==> config.mk <==
export PLATFORM = sky130hd
export DESIGN_NAME = sts_supervisor
export DESIGN_NICKNAME = d
export VERILOG_FILES = /design/src/rtl/sts_pkg.sv /design/src/rtl/sts_supervisor.sv
export SDC_FILE = /design/constraint.sdc
export NUM_CORES = 1
export LEC_CHECK = 0
export ABC_AREA = 1
export BUFFER_PORTS_ARGS = -buffer_cell sky130_fd_sc_hd__buf_2
export CELL_PAD_IN_SITES_DETAIL_PLACEMENT = 1
export CELL_PAD_IN_SITES_GLOBAL_PLACEMENT = 2
export CORE_MARGIN = 2
export CORE_UTILIZATION = 30
export CTS_CLUSTER_SIZE = 20
export DETAILED_ROUTE_END_ITERATION = 6
export PLACE_DENSITY = 0.76
export SLEW_MARGIN = 0
export SYNTH_ARGS = -nofsm -noshare
export SYNTH_HDL_FRONTEND = slang
export SYNTH_SLANG_ARGS = --single-unit
==> constraint.sdc <==
create_clock -name clk -period 1.75 [get_ports clk]
set_input_delay 0.0875 -clock clk [delete_from_list [all_inputs] [get_ports clk]]
set_output_delay 0.0875 -clock clk [all_outputs]
set_load 0.01 [all_outputs]
==> src/rtl/sts_pkg.sv <==
// Package for the supply and thermal supervisor
package sts_pkg;
    // ------------------------------------------------------------
    // Timing
    // ------------------------------------------------------------
    localparam int CLK_MHZ            = 100;
    localparam int SHORT_FILTER_US    = 2000;
    localparam int AUX_BLANK_US       = 4000;
    localparam int OV_FILTER_US       = 64;
    localparam int COOL_BASE_US       = 1000;
    localparam int SHORT_FILTER_CYC   = SHORT_FILTER_US * CLK_MHZ;
    localparam int AUX_BLANK_CYC      = AUX_BLANK_US * CLK_MHZ;
    localparam int OV_FILTER_CYC      = OV_FILTER_US * CLK_MHZ;
    localparam int COOL_BASE_CYC      = COOL_BASE_US * CLK_MHZ;
    localparam int COOL_EXT_FACTOR    = 64;
    localparam int EVENT_LIMIT        = 16;
    localparam int RAISE_KELVIN       = 10;
    // ------------------------------------------------------------
    // Values
    // ------------------------------------------------------------
    localparam logic [1:0] BUS_FAIL_NONE = 2'h0;
    localparam logic [1:0] BUS_FAIL_OT   = 2'h1;
    localparam logic [1:0] AUX_ON_RESET  = 2'h0;
    // ------------------------------------------------------------
    // Chip modes
    // ------------------------------------------------------------
    typedef enum logic [1:0] {
        STS_NORMAL    = 2'h0,
        STS_FAILSAFE  = 2'h1,
        STS_RESTART   = 2'h3,
        STS_SLEEP     = 2'h2
    } sts_mode_t;
endpackage

==> src/rtl/sts_supervisor.sv <==
// Supply short, undervoltage and thermal supervision logic
//
// Functional notes
// - Short detection armed only while battery supply is above undervoltage.
// - Main supply not up within filter time forces short reaction, fail-safe.
// - Fail-safe after short is left only on bus, wake or gpio wake.
// - Main supply below threshold longer than filter time gives same reaction.
// - Aux enabled and undervoltage sets aux flag; only serial write clears.
// - Aux undervoltage flag suppressed during blanking and switching.
// - Transceiver enabled and its supply low sets flag; serial write clears.
// - Block overtemperature turns that block off, sets block shutdown flag.
// - Block thermal shutdown evaluated only while that block is on.
// - Aux overtemperature clears aux enables, sets aux overtemperature status.
// - Transceiver overtemperature disables transmitter, fail field 01, auto recovery.
// - Thermal flags never self-clear; controller clears after condition ends.
// - Main prewarning sets flag; clear only once prewarning gone.
// - Chip thermal shutdown event enters fail-safe immediately.
// - After cooling, wait time in fail-safe, then restart, then normal.
// - Chip shutdown flag set per event; clear only in normal, cool.
// - With extend bit, wait is 64 times base after 16 events.
// - Counter counts events and holds at 16; at 16 sets safe latch, extended wait.
// - Extended wait kept until safe latch cleared; counter reset on clears.
// - Chip shutdown during sleep entry goes to fail-safe instead.
// - Raise bit selects thresholds raised by 10 kelvin.
// - Main overvoltage comparator qualified by a 64 us filter.
// - Short filter and power-up blanking are 2 ms, battery above undervoltage.
// - Aux blanking after switch-on is 4 ms.
`timescale 1ns/10ps
module sts_supervisor
    import sts_pkg::*;
#(
    parameter int SHORT_CYC = sts_pkg::SHORT_FILTER_CYC,
    parameter int BLANK_CYC = sts_pkg::AUX_BLANK_CYC,
    parameter int COOL_CYC  = sts_pkg::COOL_BASE_CYC
)(
    input  wire logic             clk,
    input  wire logic             rst_n,
    input  wire logic             battery_ok,
    input  wire logic             main_supply_ok,
    input  wire logic             main_ov_cmp,
    input  wire logic             aux_supply_ok,
    input  wire logic             transceiver_supply_ok,
    input  wire logic             aux_hot,
    input  wire logic             bus_hot,
    input  wire logic             main_prewarn_hot,
    input  wire logic             chip_hot,
    input  wire logic             bus_wake,
    input  wire logic             wake_input,
    input  wire logic             gpio_wake,
    input  wire logic             gpio_is_wake,
    input  wire logic             transceiver_en,
    input  wire logic             sleep_req,
    input  wire logic             aux_on_wr,
    input  wire logic [1:0]       aux_on_data,
    input  wire logic             shutdown_delay_extend_wr,
    input  wire logic             shutdown_delay_extend_data,
    input  wire logic             thermal_threshold_raise_in,
    input  wire logic [7:0]       clear_wr,
    output logic [1:0]            aux_enable_bits,
    output logic                  main_short_flag,
    output logic                  main_supply_en,
    output logic                  fail_output,
    output logic                  flag_a,
    output logic                  aux_undervoltage_flag,
    output logic                  transceiver_supply_uv_flag,
    output logic                  block_thermal_shutdown_flag,
    output logic                  aux_overtemp_flag,
    output logic                  temp_prewarning_flag,
    output logic                  chip_thermal_shutdown_flag,
    output logic                  shutdown_safe_latch,
    output logic                  shutdown_delay_extend,
    output logic                  thermal_threshold_raise,
    output logic                  tx_enable,
    output logic [1:0]            bus_fail,
    output logic                  main_ov_event,
    output sts_pkg::sts_mode_t    mode
);
    import sts_pkg::*;

    initial
    begin
        if (SHORT_CYC < 1 || BLANK_CYC < 1 || COOL_CYC < 1)
            $error("sts_supervisor: counts must be positive");
    end

    // ------------------------------------------------------------
    // Input synchronisers
    // ------------------------------------------------------------
    localparam int NSYNC = 12;
    // Supply-ok bits start high so reset release raises no false undervoltage
    localparam logic [NSYNC-1:0] SYNC_IDLE = 12'h01B;
    logic [NSYNC-1:0] sync1;
    logic [NSYNC-1:0] sy;
    always_ff @(posedge clk or negedge rst_n)
    begin
        if (!rst_n)
        begin
            sync1 <= SYNC_IDLE;
            sy    <= SYNC_IDLE;
        end
        else
        begin
            sync1 <= {gpio_wake, wake_input, bus_wake, chip_hot, main_prewarn_hot, bus_hot,
                      aux_hot, transceiver_supply_ok, aux_supply_ok, main_ov_cmp,
                      main_supply_ok, battery_ok};
            sy    <= sync1;
        end
    end
    logic s_bat, s_main, s_ov, s_aux, s_xcv, s_aux_hot, s_bus_hot, s_pw, s_chip, s_wake;
    assign s_bat     = sy[0];
    assign s_main    = sy[1];
    assign s_ov      = sy[2];
    assign s_aux     = sy[3];
    assign s_xcv     = sy[4];
    assign s_aux_hot = sy[5];
    assign s_bus_hot = sy[6];
    assign s_pw      = sy[7];
    assign s_chip    = sy[8];
    assign s_wake    = sy[9] | sy[10] | (sy[11] & gpio_is_wake);

    // ------------------------------------------------------------
    // State
    // ------------------------------------------------------------
    logic [31:0] sc_cnt, next_sc_cnt, bl_cnt, next_bl_cnt, ov_cnt, next_ov_cnt, cool_cnt, next_cool_cnt;
    logic [4:0]  ev_cnt, next_ev_cnt;
    logic        chip_hot_d, next_chip_hot_d, short_lock, next_short_lock;
    logic [1:0]  aux_prev, next_aux_prev;
    sts_mode_t   next_mode;
    logic [1:0]  next_aux_en, next_bus_fail;
    logic        next_sc, next_men, next_fo, next_fa, next_auv, next_xuv, next_block_thermal_shutdown_flag, next_aot;
    logic        next_tpw, next_chip_thermal_shutdown_flag, next_safe, next_del, next_raise, next_tx, next_ov;

    always_comb
    begin
        next_sc_cnt     = sc_cnt;
        next_bl_cnt     = bl_cnt;
        next_ov_cnt     = ov_cnt;
        next_cool_cnt   = cool_cnt;
        next_ev_cnt     = ev_cnt;
        next_chip_hot_d = s_chip;
        next_short_lock = short_lock;
        next_mode       = mode;
        next_aux_en     = aux_enable_bits;
        next_aux_prev   = aux_enable_bits;
        next_sc         = main_short_flag;
        next_men        = main_supply_en;
        next_fo         = fail_output;
        next_fa         = flag_a;
        next_auv        = aux_undervoltage_flag;
        next_xuv        = transceiver_supply_uv_flag;
        next_block_thermal_shutdown_flag       = block_thermal_shutdown_flag;
        next_aot        = aux_overtemp_flag;
        next_tpw        = temp_prewarning_flag;
        next_chip_thermal_shutdown_flag       = chip_thermal_shutdown_flag;
        next_safe       = shutdown_safe_latch;
        next_del        = shutdown_delay_extend;
        next_raise      = thermal_threshold_raise_in;
        next_tx         = tx_enable;
        next_bus_fail   = bus_fail;
        next_ov         = 1'b0;

        // Serial clears first so that hardware sets below win
        if (aux_on_wr)
            next_aux_en = aux_on_data;
        if (shutdown_delay_extend_wr)
            next_del = shutdown_delay_extend_data;
        if (clear_wr[0]) next_auv = 1'b0;
        if (clear_wr[1]) next_xuv = 1'b0;
        if (clear_wr[2] && !s_aux_hot && !s_bus_hot) next_block_thermal_shutdown_flag = 1'b0;
        if (clear_wr[3] && !s_aux_hot) next_aot = 1'b0;
        if (clear_wr[4] && !s_pw) next_tpw = 1'b0;
        if (clear_wr[5] && !s_chip && mode == STS_NORMAL) next_chip_thermal_shutdown_flag = 1'b0;
        // extended wait until safe latch cleared
        if (clear_wr[6]) next_safe = 1'b0;
        if (clear_wr[7]) begin next_sc = 1'b0; next_fa = 1'b0; end
        if ((chip_thermal_shutdown_flag && !next_chip_thermal_shutdown_flag) || (shutdown_delay_extend && !next_del))
            next_ev_cnt = 5'h0;

        if (!s_ov)
            next_ov_cnt = 32'h0;
        else if (ov_cnt < 32'(OV_FILTER_CYC))
            next_ov_cnt = ov_cnt + 32'h1;
        next_ov = s_ov && ov_cnt == 32'(OV_FILTER_CYC - 1);

        if (!s_bat || s_main || !main_supply_en)
            next_sc_cnt = 32'h0;
        else if (sc_cnt < 32'(SHORT_CYC))
            next_sc_cnt = sc_cnt + 32'h1;

        if (aux_enable_bits == 2'h0 || aux_enable_bits != aux_prev)
            next_bl_cnt = 32'h0;
        else if (bl_cnt < 32'(BLANK_CYC))
            next_bl_cnt = bl_cnt + 32'h1;
        if (aux_enable_bits != 2'h0 && aux_prev == aux_enable_bits && bl_cnt >= 32'(BLANK_CYC) && !aux_on_wr && !s_aux)
            next_auv = 1'b1;
        if (transceiver_en && !s_xcv)
            next_xuv = 1'b1;

        if (aux_enable_bits != 2'h0 && s_aux_hot)
        begin
            next_aux_en = AUX_ON_RESET;
            next_aot = 1'b1;
            next_block_thermal_shutdown_flag = 1'b1;
        end
        if (transceiver_en && s_bus_hot)
        begin
            next_tx = 1'b0;
            next_bus_fail = BUS_FAIL_OT;
            next_block_thermal_shutdown_flag = 1'b1;
        end
        else if (!s_bus_hot)
            next_tx = transceiver_en;
        if (s_pw) next_tpw = 1'b1;

        // Mode handling; wait time re-armed while hot
        case (mode)
            STS_NORMAL, STS_SLEEP:
            begin
                if (sleep_req && mode == STS_NORMAL)
                    next_mode = STS_SLEEP;
                if (mode == STS_SLEEP && s_wake)
                    next_mode = STS_NORMAL;
            end
            STS_FAILSAFE:
            begin
                if (short_lock)
                begin
                    if (s_wake)
                    begin
                        next_short_lock = 1'b0;
                        next_men = 1'b1;
                        next_fo = 1'b0;
                        next_mode = STS_RESTART;
                    end
                end
                else if (s_chip)
                    next_cool_cnt = 32'h0;
                else if (cool_cnt >= (shutdown_safe_latch ? 32'(COOL_CYC * COOL_EXT_FACTOR) : 32'(COOL_CYC)) - 32'h1)
                begin
                    next_mode = STS_RESTART;
                    next_men = 1'b1;
                    next_fo = 1'b0;
                end
                else
                    next_cool_cnt = cool_cnt + 32'h1;
            end
            STS_RESTART:
                next_mode = STS_NORMAL;
            default:
                next_mode = STS_FAILSAFE;
        endcase

        // short reaction
        // Placed after mode handling so sleep or restart cannot override it
        if (s_bat && main_supply_en && !s_main && sc_cnt == 32'(SHORT_CYC - 1))
        begin
            next_sc = 1'b1;
            next_men = 1'b0;
            next_fo = 1'b1;
            next_fa = 1'b1;
            next_short_lock = 1'b1;
            next_mode = STS_FAILSAFE;
        end

        // chip event wins, also over sleep entry
        if (s_chip && !chip_hot_d)
        begin
            next_mode = STS_FAILSAFE;
            next_cool_cnt = 32'h0;
            next_fo = 1'b1;
            next_chip_thermal_shutdown_flag = 1'b1;
            if (ev_cnt < 5'(EVENT_LIMIT))
                next_ev_cnt = ev_cnt + 5'h1;
            if (next_del && ev_cnt >= 5'(EVENT_LIMIT - 1))
                next_safe = 1'b1;
        end
    end

    always_ff @(posedge clk or negedge rst_n)
    begin
        if (!rst_n)
        begin
            sc_cnt <= '0; bl_cnt <= '0; ov_cnt <= '0; cool_cnt <= '0; ev_cnt <= '0;
            chip_hot_d <= 1'b0; short_lock <= 1'b0; aux_prev <= 2'h0;
            mode <= STS_NORMAL; aux_enable_bits <= AUX_ON_RESET;
            main_short_flag <= 1'b0; main_supply_en <= 1'b1; fail_output <= 1'b0; flag_a <= 1'b0;
            aux_undervoltage_flag <= 1'b0; transceiver_supply_uv_flag <= 1'b0;
            block_thermal_shutdown_flag <= 1'b0; aux_overtemp_flag <= 1'b0;
            temp_prewarning_flag <= 1'b0; chip_thermal_shutdown_flag <= 1'b0;
            shutdown_safe_latch <= 1'b0; shutdown_delay_extend <= 1'b0;
            thermal_threshold_raise <= 1'b0;
            tx_enable <= 1'b0; bus_fail <= BUS_FAIL_NONE; main_ov_event <= 1'b0;
        end
        else
        begin
            sc_cnt <= next_sc_cnt; bl_cnt <= next_bl_cnt; ov_cnt <= next_ov_cnt; cool_cnt <= next_cool_cnt;
            ev_cnt <= next_ev_cnt; chip_hot_d <= next_chip_hot_d; short_lock <= next_short_lock;
            aux_prev <= next_aux_prev; mode <= next_mode; aux_enable_bits <= next_aux_en;
            main_short_flag <= next_sc; main_supply_en <= next_men; fail_output <= next_fo; flag_a <= next_fa;
            aux_undervoltage_flag <= next_auv; transceiver_supply_uv_flag <= next_xuv;
            block_thermal_shutdown_flag <= next_block_thermal_shutdown_flag; aux_overtemp_flag <= next_aot;
            temp_prewarning_flag <= next_tpw; chip_thermal_shutdown_flag <= next_chip_thermal_shutdown_flag;
            shutdown_safe_latch <= next_safe; shutdown_delay_extend <= next_del;
            thermal_threshold_raise <= next_raise;
            tx_enable <= next_tx; bus_fail <= next_bus_fail; main_ov_event <= next_ov;
        end
    end

    // ------------------------------------------------------------
    // Checks
    // ------------------------------------------------------------
    chip_event_fs_a: assert property (@(posedge clk) disable iff (!rst_n)
        (sy[8] && !chip_hot_d) |=> (mode == STS_FAILSAFE && chip_thermal_shutdown_flag))
        else $error("chip event did not enter fail-safe");
    short_react_a: assert property (@(posedge clk) disable iff (!rst_n)
        $rose(main_short_flag) |-> (!main_supply_en && fail_output && flag_a && mode == STS_FAILSAFE))
        else $error("short reaction incomplete");
    short_batt_a: assert property (@(posedge clk) disable iff (!rst_n)
        !sy[0] |=> !$rose(main_short_flag))
        else $error("short detected with battery low");
    short_exit_a: assert property (@(posedge clk) disable iff (!rst_n)
        (short_lock && mode == STS_FAILSAFE && !s_wake) |=> mode == STS_FAILSAFE)
        else $error("short fail-safe left without wake");
    aux_ot_a: assert property (@(posedge clk) disable iff (!rst_n)
        (aux_enable_bits != 2'h0 && sy[5]) |=> (aux_enable_bits == 2'h0 && aux_overtemp_flag && block_thermal_shutdown_flag))
        else $error("aux overtemperature reaction missing");
    bus_ot_a: assert property (@(posedge clk) disable iff (!rst_n)
        (transceiver_en && sy[6]) |=> (!tx_enable && bus_fail == BUS_FAIL_OT))
        else $error("transmitter not disabled");
    chip_thermal_shutdown_flag_hold_a: assert property (@(posedge clk) disable iff (!rst_n)
        (chip_thermal_shutdown_flag && mode != STS_NORMAL) |=> chip_thermal_shutdown_flag)
        else $error("chip flag cleared outside normal");
    prewarn_hold_a: assert property (@(posedge clk) disable iff (!rst_n)
        (temp_prewarning_flag && sy[7]) |=> temp_prewarning_flag)
        else $error("prewarning cleared while hot");
    restart_normal_a: assert property (@(posedge clk) disable iff (!rst_n)
        (mode == STS_RESTART && !(sy[8] && !chip_hot_d)
            && !(sy[0] && main_supply_en && !sy[1] && sc_cnt == 32'(SHORT_CYC - 1))) |=> mode == STS_NORMAL)
        else $error("restart did not go to normal");
endmodule // sts_supervisor

==> impl_metrics.env, run 1 <==
export IMPL_ir_worst_vdd_mv=0.5933
export IMPL_avgSynthCellArea_sq_um=8.432
export IMPL_port_buffers=50
export IMPL_vias=7413
export IMPL_syn_to_final_growth_pct=32.56
export IMPL_synth_top_area_cell="dfrtp_1"
export IMPL_place_ws_ns=-0.2492
export IMPL_wl_per_cell_um=14.45
export IMPL_syn_nets=1085
export IMPL_root_buffer="clkbuf_16"
export IMPL_n_antenna_cell=0
export IMPL_cp_depth=16
export IMPL_rsz0062_at_grt="yes"
export IMPL_antenna_found_initial=0
export IMPL_ys_ff_latch=180
export IMPL_synth_edff_count=0
export IMPL_timing_rr_end="cool_cnt[6]"
export IMPL_hold_path_class="in -> reg"
export IMPL_finalSetupTns_ns=-8.388
export IMPL_drt_iter0_markers=218
export IMPL_ys_flop_type="dfrtp_1"
export IMPL_syn_inst=1042
export IMPL_hold_viol=0
export IMPL_grt_usage_pct=15.82
export IMPL_grt_start_max_net_pins=60
export IMPL_crit_family="simple AND/OR/NAND/NOR gates"
export IMPL_rrSetupSlack_ns=-0.31
export IMPL_yosysMostFrequentCell="nand2_1"
export IMPL_fp_dieH_um=175.1
export IMPL_drv_slew=0
export IMPL_outcome="finished with violations"
export IMPL_fin_area_sq_um=11650
export IMPL_critPathKind="reg -> reg"
export IMPL_synth_top_cell_area_share_pct=48.70
export IMPL_failed_checks="setup timing"
export IMPL_worst_slew_pin_transition_ns=0.5904
export IMPL_clock_fmax_ghz=0.4850
export IMPL_overflow=0
export IMPL_power_density_nw_per_um2=888.6
export IMPL_crit_end="cool_cnt[6]"
export IMPL_cts_htree_levels=4
export IMPL_setup_viol=35
export IMPL_min_delay_start="clear_wr[5]"
export IMPL_ys_async_sr_fraction_pct=100.0
export IMPL_numCtsBuffers=17
export IMPL_first_pass_iters=4
export IMPL_maxCapViolCount=0
export IMPL_cp_start_kind="register"
export IMPL_coreArea_sq_um=28780
export IMPL_yosys_cell_types_count=43
export IMPL_cp_slowest_stage_delay_ns=0.40
export IMPL_critPathCaptureType="register"
export IMPL_num_rows=62
export IMPL_slew_headroom_pct=60.22
export IMPL_path_clk_slew_ns=0.07
export IMPL_crit_top_cell="nand2_1"
export IMPL_grt_pass1_wl_mm=39.37
export IMPL_post_route_period_util_pct=117.8
export IMPL_start_util_pct=30.53
export IMPL_place_congestion=0.7846
export IMPL_r2r_cells=16
export IMPL_hpwl_mm=15.95
export IMPL_postRouteAntennaNets=0
export IMPL_worstPathCellList="clkinv_4, ha_4, nand2_1, nand2_1, nand2_1, nand2_1, nand2_1, nand2_2, nand2_2, nand2_2, nand2_4, nand2_8, buf_12, buf_16, nand2_2, o21ai_2"
export IMPL_clk_path_buf_depth=2
export IMPL_io_pins=52
export IMPL_viasPerCell=4.607
export IMPL_cp_startpoint="shutdown_safe_latch"
export IMPL_crit_arrival_ns=2.39
export IMPL_critPathRequiredTime_ns=2.07
export IMPL_syn_area_sq_um=8786
export IMPL_final_nets=1255
export IMPL_fin_skew_ns=0.009359
export IMPL_synth_warnings=0
export IMPL_leakage_nw=5.480
export IMPL_synth_common_cells="nand2_1 (218), dfrtp_1 (171), inv_1 (144)"
export IMPL_synthTopCellsByArea="dfrtp_1 (49%), nand2_1 (9.3%), inv_1 (6.2%)"
export IMPL_remaining_drc_errors=0
export IMPL_cts_tree="done"
export IMPL_cts_sinks=180
export IMPL_die_w_um=175.1
export IMPL_r2r_start="shutdown_safe_latch"
export IMPL_post_route_min_period_ns=2.062
export IMPL_placed_cell_area_sq_um=10040
export IMPL_dieArea_sq_um=30670
export IMPL_insertion_delay_ns=0.43
export IMPL_grt_pass1_vias=7863
export IMPL_path_buf_inv=3
export IMPL_yosysSeqAreaShare_pct=51.40
export IMPL_crit_slowest_cell="dfrtp_1"
export IMPL_routed_wl_mm=23.25
export IMPL_setup_ws_ns=-0.3119
export IMPL_drive_above_1_share_pct=27.02
export IMPL_path_max_fanout=7
-- per-layer routing --
metal	part of all wire (%)	track usage, %	wire length [um]	up-vias
met3	2.0	2.785	459	23
li1	-	-	-	3674
met5	0	0	0	-
met2	50	26.85	11550	56
met4	1.3	3.958	308	0
met1	47	20.87	10930	3660
-- cell type report --
cell class	instances	area (sq um)
Clock inverter	13	196.4
Clock buffer	19	442.9
Inverter	150	586.8
Sequential cell	180	4517
Timing Repair Buffer	174	1423
Tap cell	384	480.5
Fill cell	3321	17130
Multi-Input combinational cell	689	4000
-- where the power goes --
part           internal, mW  total (mW)  switching, mW
clock                  2.46        4.20           1.74
sequential             4.33        4.45          0.121
combinational         0.743        1.69          0.952
-- worst register-to-register path: stages (launching register included) --
cell      delay [ns]
dfrtp_1         0.40
clkinv_4        0.15
ha_4            0.27
nand2_1         0.06
nand2_1         0.08
nand2_1         0.08
nand2_1         0.05
nand2_1         0.07
nand2_2         0.07
nand2_2         0.09
nand2_2         0.06
nand2_4         0.08
nand2_8         0.09
buf_12          0.18
buf_16          0.14
nand2_2         0.05
o21ai_2         0.04
-- kinds of logic (layout without fill, tap and decap cells) --
kind of cell               Yosys count  in the layout  synth area share [%]
and+or+nand+nor                    527            527                 26.16
adders and majority gates           12             12                 1.709
DFF                                180            180                 51.40
AOI/OAI and AO/OA                  111            111                 8.360
other                                1              1               0.04268
buffers and inverters              173            356                 8.545
xor gates and xnor gates            38             38                 3.788
-- cells in the final DEF (no fill, tap or decap), drive strengths merged, types with 4 or more instances in the layout --
cell type / Yosys / final
nand2: 231 / 231
dfrtp: 171 / 171
inv: 148 / 150
buf: 16 / 143
nor2: 136 / 136
nand3: 83 / 83
o21ai: 62 / 62
nor3: 38 / 38
dlygate4sd3: 0 / 28
xor2: 26 / 26
o31ai: 26 / 26
clkbuf: 7 / 22
nand4: 20 / 20
xnor2: 12 / 12
ha: 12 / 12
a21oi: 10 / 10
or2: 9 / 9
dfstp: 9 / 9
clkinv: 2 / 7
bufinv: 0 / 4
-- sequential cells by signal, summed over array words and instances (netlist names), 2 cells and up --
register	cells
cool_cnt	32
aux_enable_bits	2
bl_cnt	32
ov_cnt	32
sc_cnt	32
sync1	12
ev_cnt	5
mode	2
sy	12
aux_prev	2
-- worst min-delay path by stage --
stage	to	slack, ns	cells after the start
floorplan	aux_enable_bits[0]	-0.21	0
global placement	sc_cnt[7]	0.07	1
detailed placement	sc_cnt[7]	0.06	1
CTS	chip_thermal_shutdown_flag	0.03	4
global route	chip_thermal_shutdown_flag	0.09	4
finish	chip_thermal_shutdown_flag	0.05	4
-- timing repair --
item                                   CTS  global route
cloned                                   1             2
pin swaps                                4            20
setup endpoints to repair               48            79
endpoints found under the hold margin   69             0
resized for setup                       23           112
hold buffers                            28             0
buffers inserted                         5             5
-- through the flow --
step	hold slack [ns]	util, %	power, mW	cells
6_report	0.04918	40.47	10.35	1609
5_1_grt	0.09073	40.47	10.83	1609
4_1_cts	0.02758	38.72	10.36	1603
3_5_place_dp	0.06436	34.87	5.758	1537
3_3_place_gp	0.06893	34.87	5.728	1537
2_1_floorplan	-0.2081	-	5.328	1042
Power figures use the tool's default switching activity.
==> run 2, diff against run 1 <==
--- a/config.mk
+++ b/config.mk
@@ -13,7 +13,7 @@
 export CORE_UTILIZATION = 30
 export CTS_CLUSTER_SIZE = 20
 export DETAILED_ROUTE_END_ITERATION = 6
-export PLACE_DENSITY = 0.76
+export PLACE_DENSITY_LB_ADDON = 0.15
 export SLEW_MARGIN = 0
 export SYNTH_ARGS = -nofsm -noshare
 export SYNTH_HDL_FRONTEND = slang
==> impl_metrics.env, run 2 (synthesized netlist as in run 1, its figures left out) <==
export IMPL_vias=7386
export IMPL_grt_start_max_net_pins=54
export IMPL_port_buffers=50
export IMPL_crit_arrival_ns=2.25
export IMPL_rsz0062_at_grt="yes"
export IMPL_postRouteAntennaNets=0
export IMPL_grt_pass1_vias=7799
export IMPL_die_w_um=175.1
export IMPL_grt_usage_pct=16.40
export IMPL_routed_wl_mm=24.17
export IMPL_final_cell_mix="nand2_1 (193), dfrtp_1 (171), inv_1 (142), nor2_1 (128), buf_4 (101)"
export IMPL_place_congestion=0.7680
export IMPL_maxCapViolCount=0
export IMPL_n_antenna_cell=0
export IMPL_timing_rr_end="cool_cnt[21]"
export IMPL_outcome="finished with violations"
export IMPL_hold_path_class="in -> reg"
export IMPL_numCtsBuffers=17
export IMPL_whs_path_depth=4
export IMPL_remaining_drc_errors=0
export IMPL_drive_above_1_share_pct=26.00
export IMPL_cts_tree="done"
export IMPL_fin_area_sq_um=11710
export IMPL_clock_fmax_ghz=0.5143
export IMPL_r2r_cells=14
export IMPL_critPathCaptureType="register"
export IMPL_crit_slowest_cell="dfrtp_1"
export IMPL_clk_path_buf_depth=2
export IMPL_rrSetupSlack_ns=-0.19
export IMPL_min_delay_start="clear_wr[5]"
export IMPL_root_buffer="clkbuf_16"
export IMPL_first_pass_iters=4
export IMPL_post_route_period_util_pct=111.1
export IMPL_setup_ws_ns=-0.1943
export IMPL_io_pins=52
export IMPL_critPathRequiredTime_ns=2.06
export IMPL_final_nets=1280
export IMPL_num_rows=62
export IMPL_setup_viol=48
export IMPL_hold_viol=0
export IMPL_antenna_found_initial=0
export IMPL_cp_slowest_stage_delay_ns=0.41
export IMPL_insertion_delay_ns=0.44
export IMPL_wl_per_cell_um=14.79
export IMPL_drt_iter0_markers=243
export IMPL_hpwl_mm=17.08
export IMPL_worstPathCellList="inv_4, ha_4, nand2_1, inv_1, o21ai_1, nand2_1, nor2_2, nand2_1, nand2_2, nand2_4, buf_12, buf_12, nand2_2, o21ai_2"
export IMPL_r2r_start="shutdown_safe_latch"
export IMPL_hold_end="chip_thermal_shutdown_flag"
export IMPL_final_common_cell="nand2_1"
export IMPL_grt_pass1_wl_mm=40.12
export IMPL_path_clk_slew_ns=0.08
export IMPL_whs_ns=0.004492
export IMPL_cts_sinks=180
export IMPL_place_ws_ns=-0.2165
export IMPL_fin_skew_ns=0.02430
export IMPL_failed_checks="setup timing"
export IMPL_ir_worst_vdd_mv=0.5923
export IMPL_power_density_nw_per_um2=870.0
export IMPL_crit_top_cell="nand2_1"
export IMPL_finalSetupTns_ns=-6.455
export IMPL_overflow=0
export IMPL_cts_htree_levels=4
export IMPL_cp_start_kind="register"
export IMPL_leakage_nw=5.531
export IMPL_post_route_min_period_ns=1.944
export IMPL_start_util_pct=30.53
export IMPL_path_max_fanout=7
export IMPL_placed_cell_area_sq_um=10240
export IMPL_drv_slew=0
export IMPL_fp_dieH_um=175.1
export IMPL_coreArea_sq_um=28780
export IMPL_dieArea_sq_um=30670
export IMPL_p_total_mw=10.19
export IMPL_syn_to_final_growth_pct=33.29
export IMPL_critPathKind="reg -> reg"
export IMPL_viasPerCell=4.520
==> run 2: worst max-delay path: cells and delay by family, from the launching register on <==
family | cells | cell delay [ns]
compound gates | 2 | 0.17
flops | 1 | 0.41
buf+inv | 4 | 0.45
simple gates | 7 | 0.56
fa+ha+maj | 1 | 0.22
==> run 2: area by class of cell <==
cell class,count,area [sq um]
fillers,3434,17070
flip-flops and latches,180,4516
multi-input cells,689,3817
repair buffers,199,1709
inverters,150,571.8
well taps,384,480.5
clock buffers,17,425.4
clock inverters,15,191.4
==> run 2: metal layers <==
| layer | global-route usage, % | up-vias | wire (um) |
|---|---|---|---|
| li1 | - | 3730 | - |
| met2 | 27.38 | 58 | 11660 |
| met1 | 22.28 | 3585 | 11900 |
| met5 | 0 | - | 0 |
| met4 | 4.236 | 0 | 267 |
| met3 | 2.393 | 13 | 341 |
==> run 2: where the power goes <==
group	switching [mW]	internal (mW)	total, mW
Clock	1.91	2.06	3.97
Sequential	0.114	4.33	4.44
Combinational	0.931	0.845	1.78
Total	2.95	7.23	10.2
==> run 2: what timing repair did <==
item	4_1_cts	5_1_grt
buffers inserted	5	4
endpoints found under the setup margin	49	81
gates resized for setup	23	70
endpoints found under the hold margin	114	0
pin swaps	0	10
gates cloned	3	3
hold buffers	28	0
==> run 2: metrics by stage <==
step | utilization, % | instances
2_1_floorplan | - | 1042
3_3_place_gp | 35.58 | 1559
3_5_place_dp | 35.58 | 1559
4_1_cts | 39.53 | 1627
5_1_grt | 40.69 | 1634
6_report | 40.69 | 1634
==> run 2: worst max-delay path by stage <==
stage                   startpoint            to  depth (start not counted)
2_1_floorplan  shutdown_safe_latch  cool_cnt[10]                         16
3_3_place_gp   shutdown_safe_latch  cool_cnt[14]                         15
3_5_place_dp   shutdown_safe_latch  cool_cnt[11]                         15
4_1_cts        shutdown_safe_latch  cool_cnt[23]                         14
5_1_grt        shutdown_safe_latch  cool_cnt[31]                         16
6_report       shutdown_safe_latch  cool_cnt[21]                         14
==> run 3, diff against run 2 <==
--- a/config.mk
+++ b/config.mk
@@ -6,15 +6,15 @@
 export NUM_CORES = 1
 export LEC_CHECK = 0
 export ABC_AREA = 1
-export BUFFER_PORTS_ARGS = -buffer_cell sky130_fd_sc_hd__buf_2
 export CELL_PAD_IN_SITES_DETAIL_PLACEMENT = 1
 export CELL_PAD_IN_SITES_GLOBAL_PLACEMENT = 2
 export CORE_MARGIN = 2
 export CORE_UTILIZATION = 30
 export CTS_CLUSTER_SIZE = 20
 export DETAILED_ROUTE_END_ITERATION = 6
+export DONT_BUFFER_PORTS = 1
 export PLACE_DENSITY_LB_ADDON = 0.15
-export SLEW_MARGIN = 0
 export SYNTH_ARGS = -nofsm -noshare
 export SYNTH_HDL_FRONTEND = slang
 export SYNTH_SLANG_ARGS = --single-unit
+export TNS_END_PERCENT = 50
==> impl_metrics.env, run 3 (synthesized netlist as in run 1, its figures left out) <==
export IMPL_cts_tree="done"
export IMPL_placed_cell_area_sq_um=9819
export IMPL_setup_viol=29
export IMPL_fin_skew_ns=0.01380
export IMPL_drt_iter0_markers=306
export IMPL_num_fill_cells=3384
export IMPL_rsz0062_at_grt="yes"
export IMPL_drv_slew=0
export IMPL_cp_slowest_stage_delay_ns=0.39
export IMPL_insertion_delay_ns=0.44
export IMPL_drive_above_1_share_pct=19.05
export IMPL_die_w_um=175.1
export IMPL_num_rows=62
export IMPL_r2r_start="shutdown_safe_latch"
export IMPL_io_pins=52
export IMPL_post_route_period_util_pct=108.6
export IMPL_maxCapViolCount=0
export IMPL_postRouteAntennaNets=0
export IMPL_p_clk_share_pct=40.9
export IMPL_clock_fmax_ghz=0.5261
export IMPL_fin_area_sq_um=10920
export IMPL_post_route_min_period_ns=1.901
export IMPL_postLayoutCoreUtil_pct=37.94
export IMPL_final_cell_mix="nand2_1 (210), dfrtp_1 (171), inv_1 (139), nor2_1 (132), buf_4 (91)"
export IMPL_grt_start_max_net_pins=181
export IMPL_power_density_nw_per_um2=872.8
export IMPL_port_buffers=0
export IMPL_start_util_pct=30.53
export IMPL_p_comb_share_pct=12.3
export IMPL_placedCellCount=1496
export IMPL_overflow=0
export IMPL_path_buf_inv=3
export IMPL_remaining_drc_errors=0
export IMPL_cts_sinks=180
export IMPL_wl_per_cell_um=14.54
export IMPL_topRoutingLayerUsed="met4"
export IMPL_finalSetupTns_ns=-2.867
export IMPL_wl_met1_mm=11.21
export IMPL_crit_top_cell="nand2_1"
export IMPL_cts_hold_buf=29
export IMPL_critPathCaptureType="register"
export IMPL_hold_path_class="in -> async"
export IMPL_cp_start_kind="register"
export IMPL_grt_usage_pct=15.81
export IMPL_crit_arrival_ns=2.26
export IMPL_syn_to_final_growth_pct=24.28
export IMPL_hpwl_mm=16.15
export IMPL_p_int_mw=6.880
export IMPL_dieArea_sq_um=30670
export IMPL_leakage_nw=4.999
export IMPL_cts_htree_levels=4
export IMPL_root_buffer="clkbuf_16"
export IMPL_clk_path_buf_depth=2
export IMPL_timing_rr_end="cool_cnt[2]"
export IMPL_critPathRequiredTime_ns=2.11
export IMPL_coreArea_sq_um=28780
export IMPL_wl_met3_um=455
export IMPL_first_pass_iters=4
export IMPL_wl_met2_mm=10.82
export IMPL_final_nets=1206
export IMPL_rrSetupSlack_ns=-0.15
export IMPL_grt_pass1_vias=7627
export IMPL_outcome="finished with violations"
export IMPL_crit_family="simple AND/OR/NAND/NOR gates"
export IMPL_fp_dieH_um=175.1
export IMPL_power_frac_seq_pct=46.8
export IMPL_ir_worst_vdd_mv=0.5851
export IMPL_vias=7086
export IMPL_failed_checks="hold timing, setup timing"
export IMPL_setup_ws_ns=-0.1509
export IMPL_p_switching_mw=2.651
export IMPL_viasPerCell=4.542
export IMPL_power_share_switching_pct=27.81
export IMPL_place_congestion=0.7778
export IMPL_stdcell_count=1560
export IMPL_path_clk_slew_ns=0.08
export IMPL_p_total_mw=9.531
export IMPL_place_ws_ns=-0.2419
export IMPL_antenna_found_initial=0
export IMPL_critPathKind="reg -> reg"
export IMPL_grt_pass1_wl_mm=38.88
export IMPL_whs_ns=-0.6573
export IMPL_n_antenna_cell=0
export IMPL_path_max_fanout=21
export IMPL_r2r_cells=15
export IMPL_hold_viol=180
export IMPL_numCtsBuffers=17
export IMPL_final_common_cell="nand2_1"
export IMPL_crit_slowest_cell="dfrtp_1"
export IMPL_worstPathCellList="inv_4, ha_4, nand2_1, inv_1, nand2_1, nor2_1, nand2_1, nand2_1, nand2_1, nand2_1, nand2_2, nand2_4, buf_12, nand2_1, o21ai_2"
export IMPL_routed_wl_mm=22.69
## run 3: how the worst max path moves through the flow
stage | cells past startpoint | from | to
2_1_floorplan | 16 | shutdown_safe_latch | cool_cnt[10]
3_3_place_gp | 14 | shutdown_safe_latch | cool_cnt[1]
3_5_place_dp | 15 | shutdown_safe_latch | cool_cnt[1]
4_1_cts | 15 | shutdown_safe_latch | cool_cnt[2]
5_1_grt | 13 | shutdown_safe_latch | cool_cnt[23]
6_report | 15 | shutdown_safe_latch | cool_cnt[2]
## run 3: power by group through the flow
stage / sequential [mW] / clock, mW / combinational, mW
2_1_floorplan: 4.54 / 0 / 0.788
3_3_place_gp: 4.54 / 0 / 1.07
3_5_place_dp: 4.54 / 0 / 1.09
4_1_cts: 4.46 / 4.05 / 1.19
5_1_grt: 4.48 / 4.21 / 1.31
6_report: 4.46 / 3.90 / 1.17
## run 3: per-layer routing
layer,global-route usage (%),vias to the layer above
met5,0,-
met4,3.438,0
met3,2.850,14
met2,26.76,56
met1,21.11,3443
li1,-,3573
## run 3: cell type report
type                    instances  area (sq um)  area share [%]
clock inverters                13         143.9           1.318
clock buffers                  19         452.9           4.148
well taps                     384         480.5           4.400
inverters                     150         571.8           5.237
flip-flops and latches        180          4516           41.35
multi-input cells             689          3699           33.87
repair buffers                125          1056           9.671
## run 3: what timing repair did
item / 4_1_cts / 5_1_grt
endpoints found under the hold margin: 207 / 180
setup buffers: 1 / 2
setup endpoints to repair: 48 / 80
pin swaps: 0 / 3
gates resized for setup: 10 / 35
## run 3: worst reg2reg max path, delay by kind of cell, from the launching register on
kind                     cells  cell delay (ns)
AO/OA/AOI/OAI                1             0.05
buffers and inverters        3             0.35
adder cells (fa/ha/maj)      1             0.27
flip-flops                   1             0.39
AND/OR/NAND/NOR             10             0.77
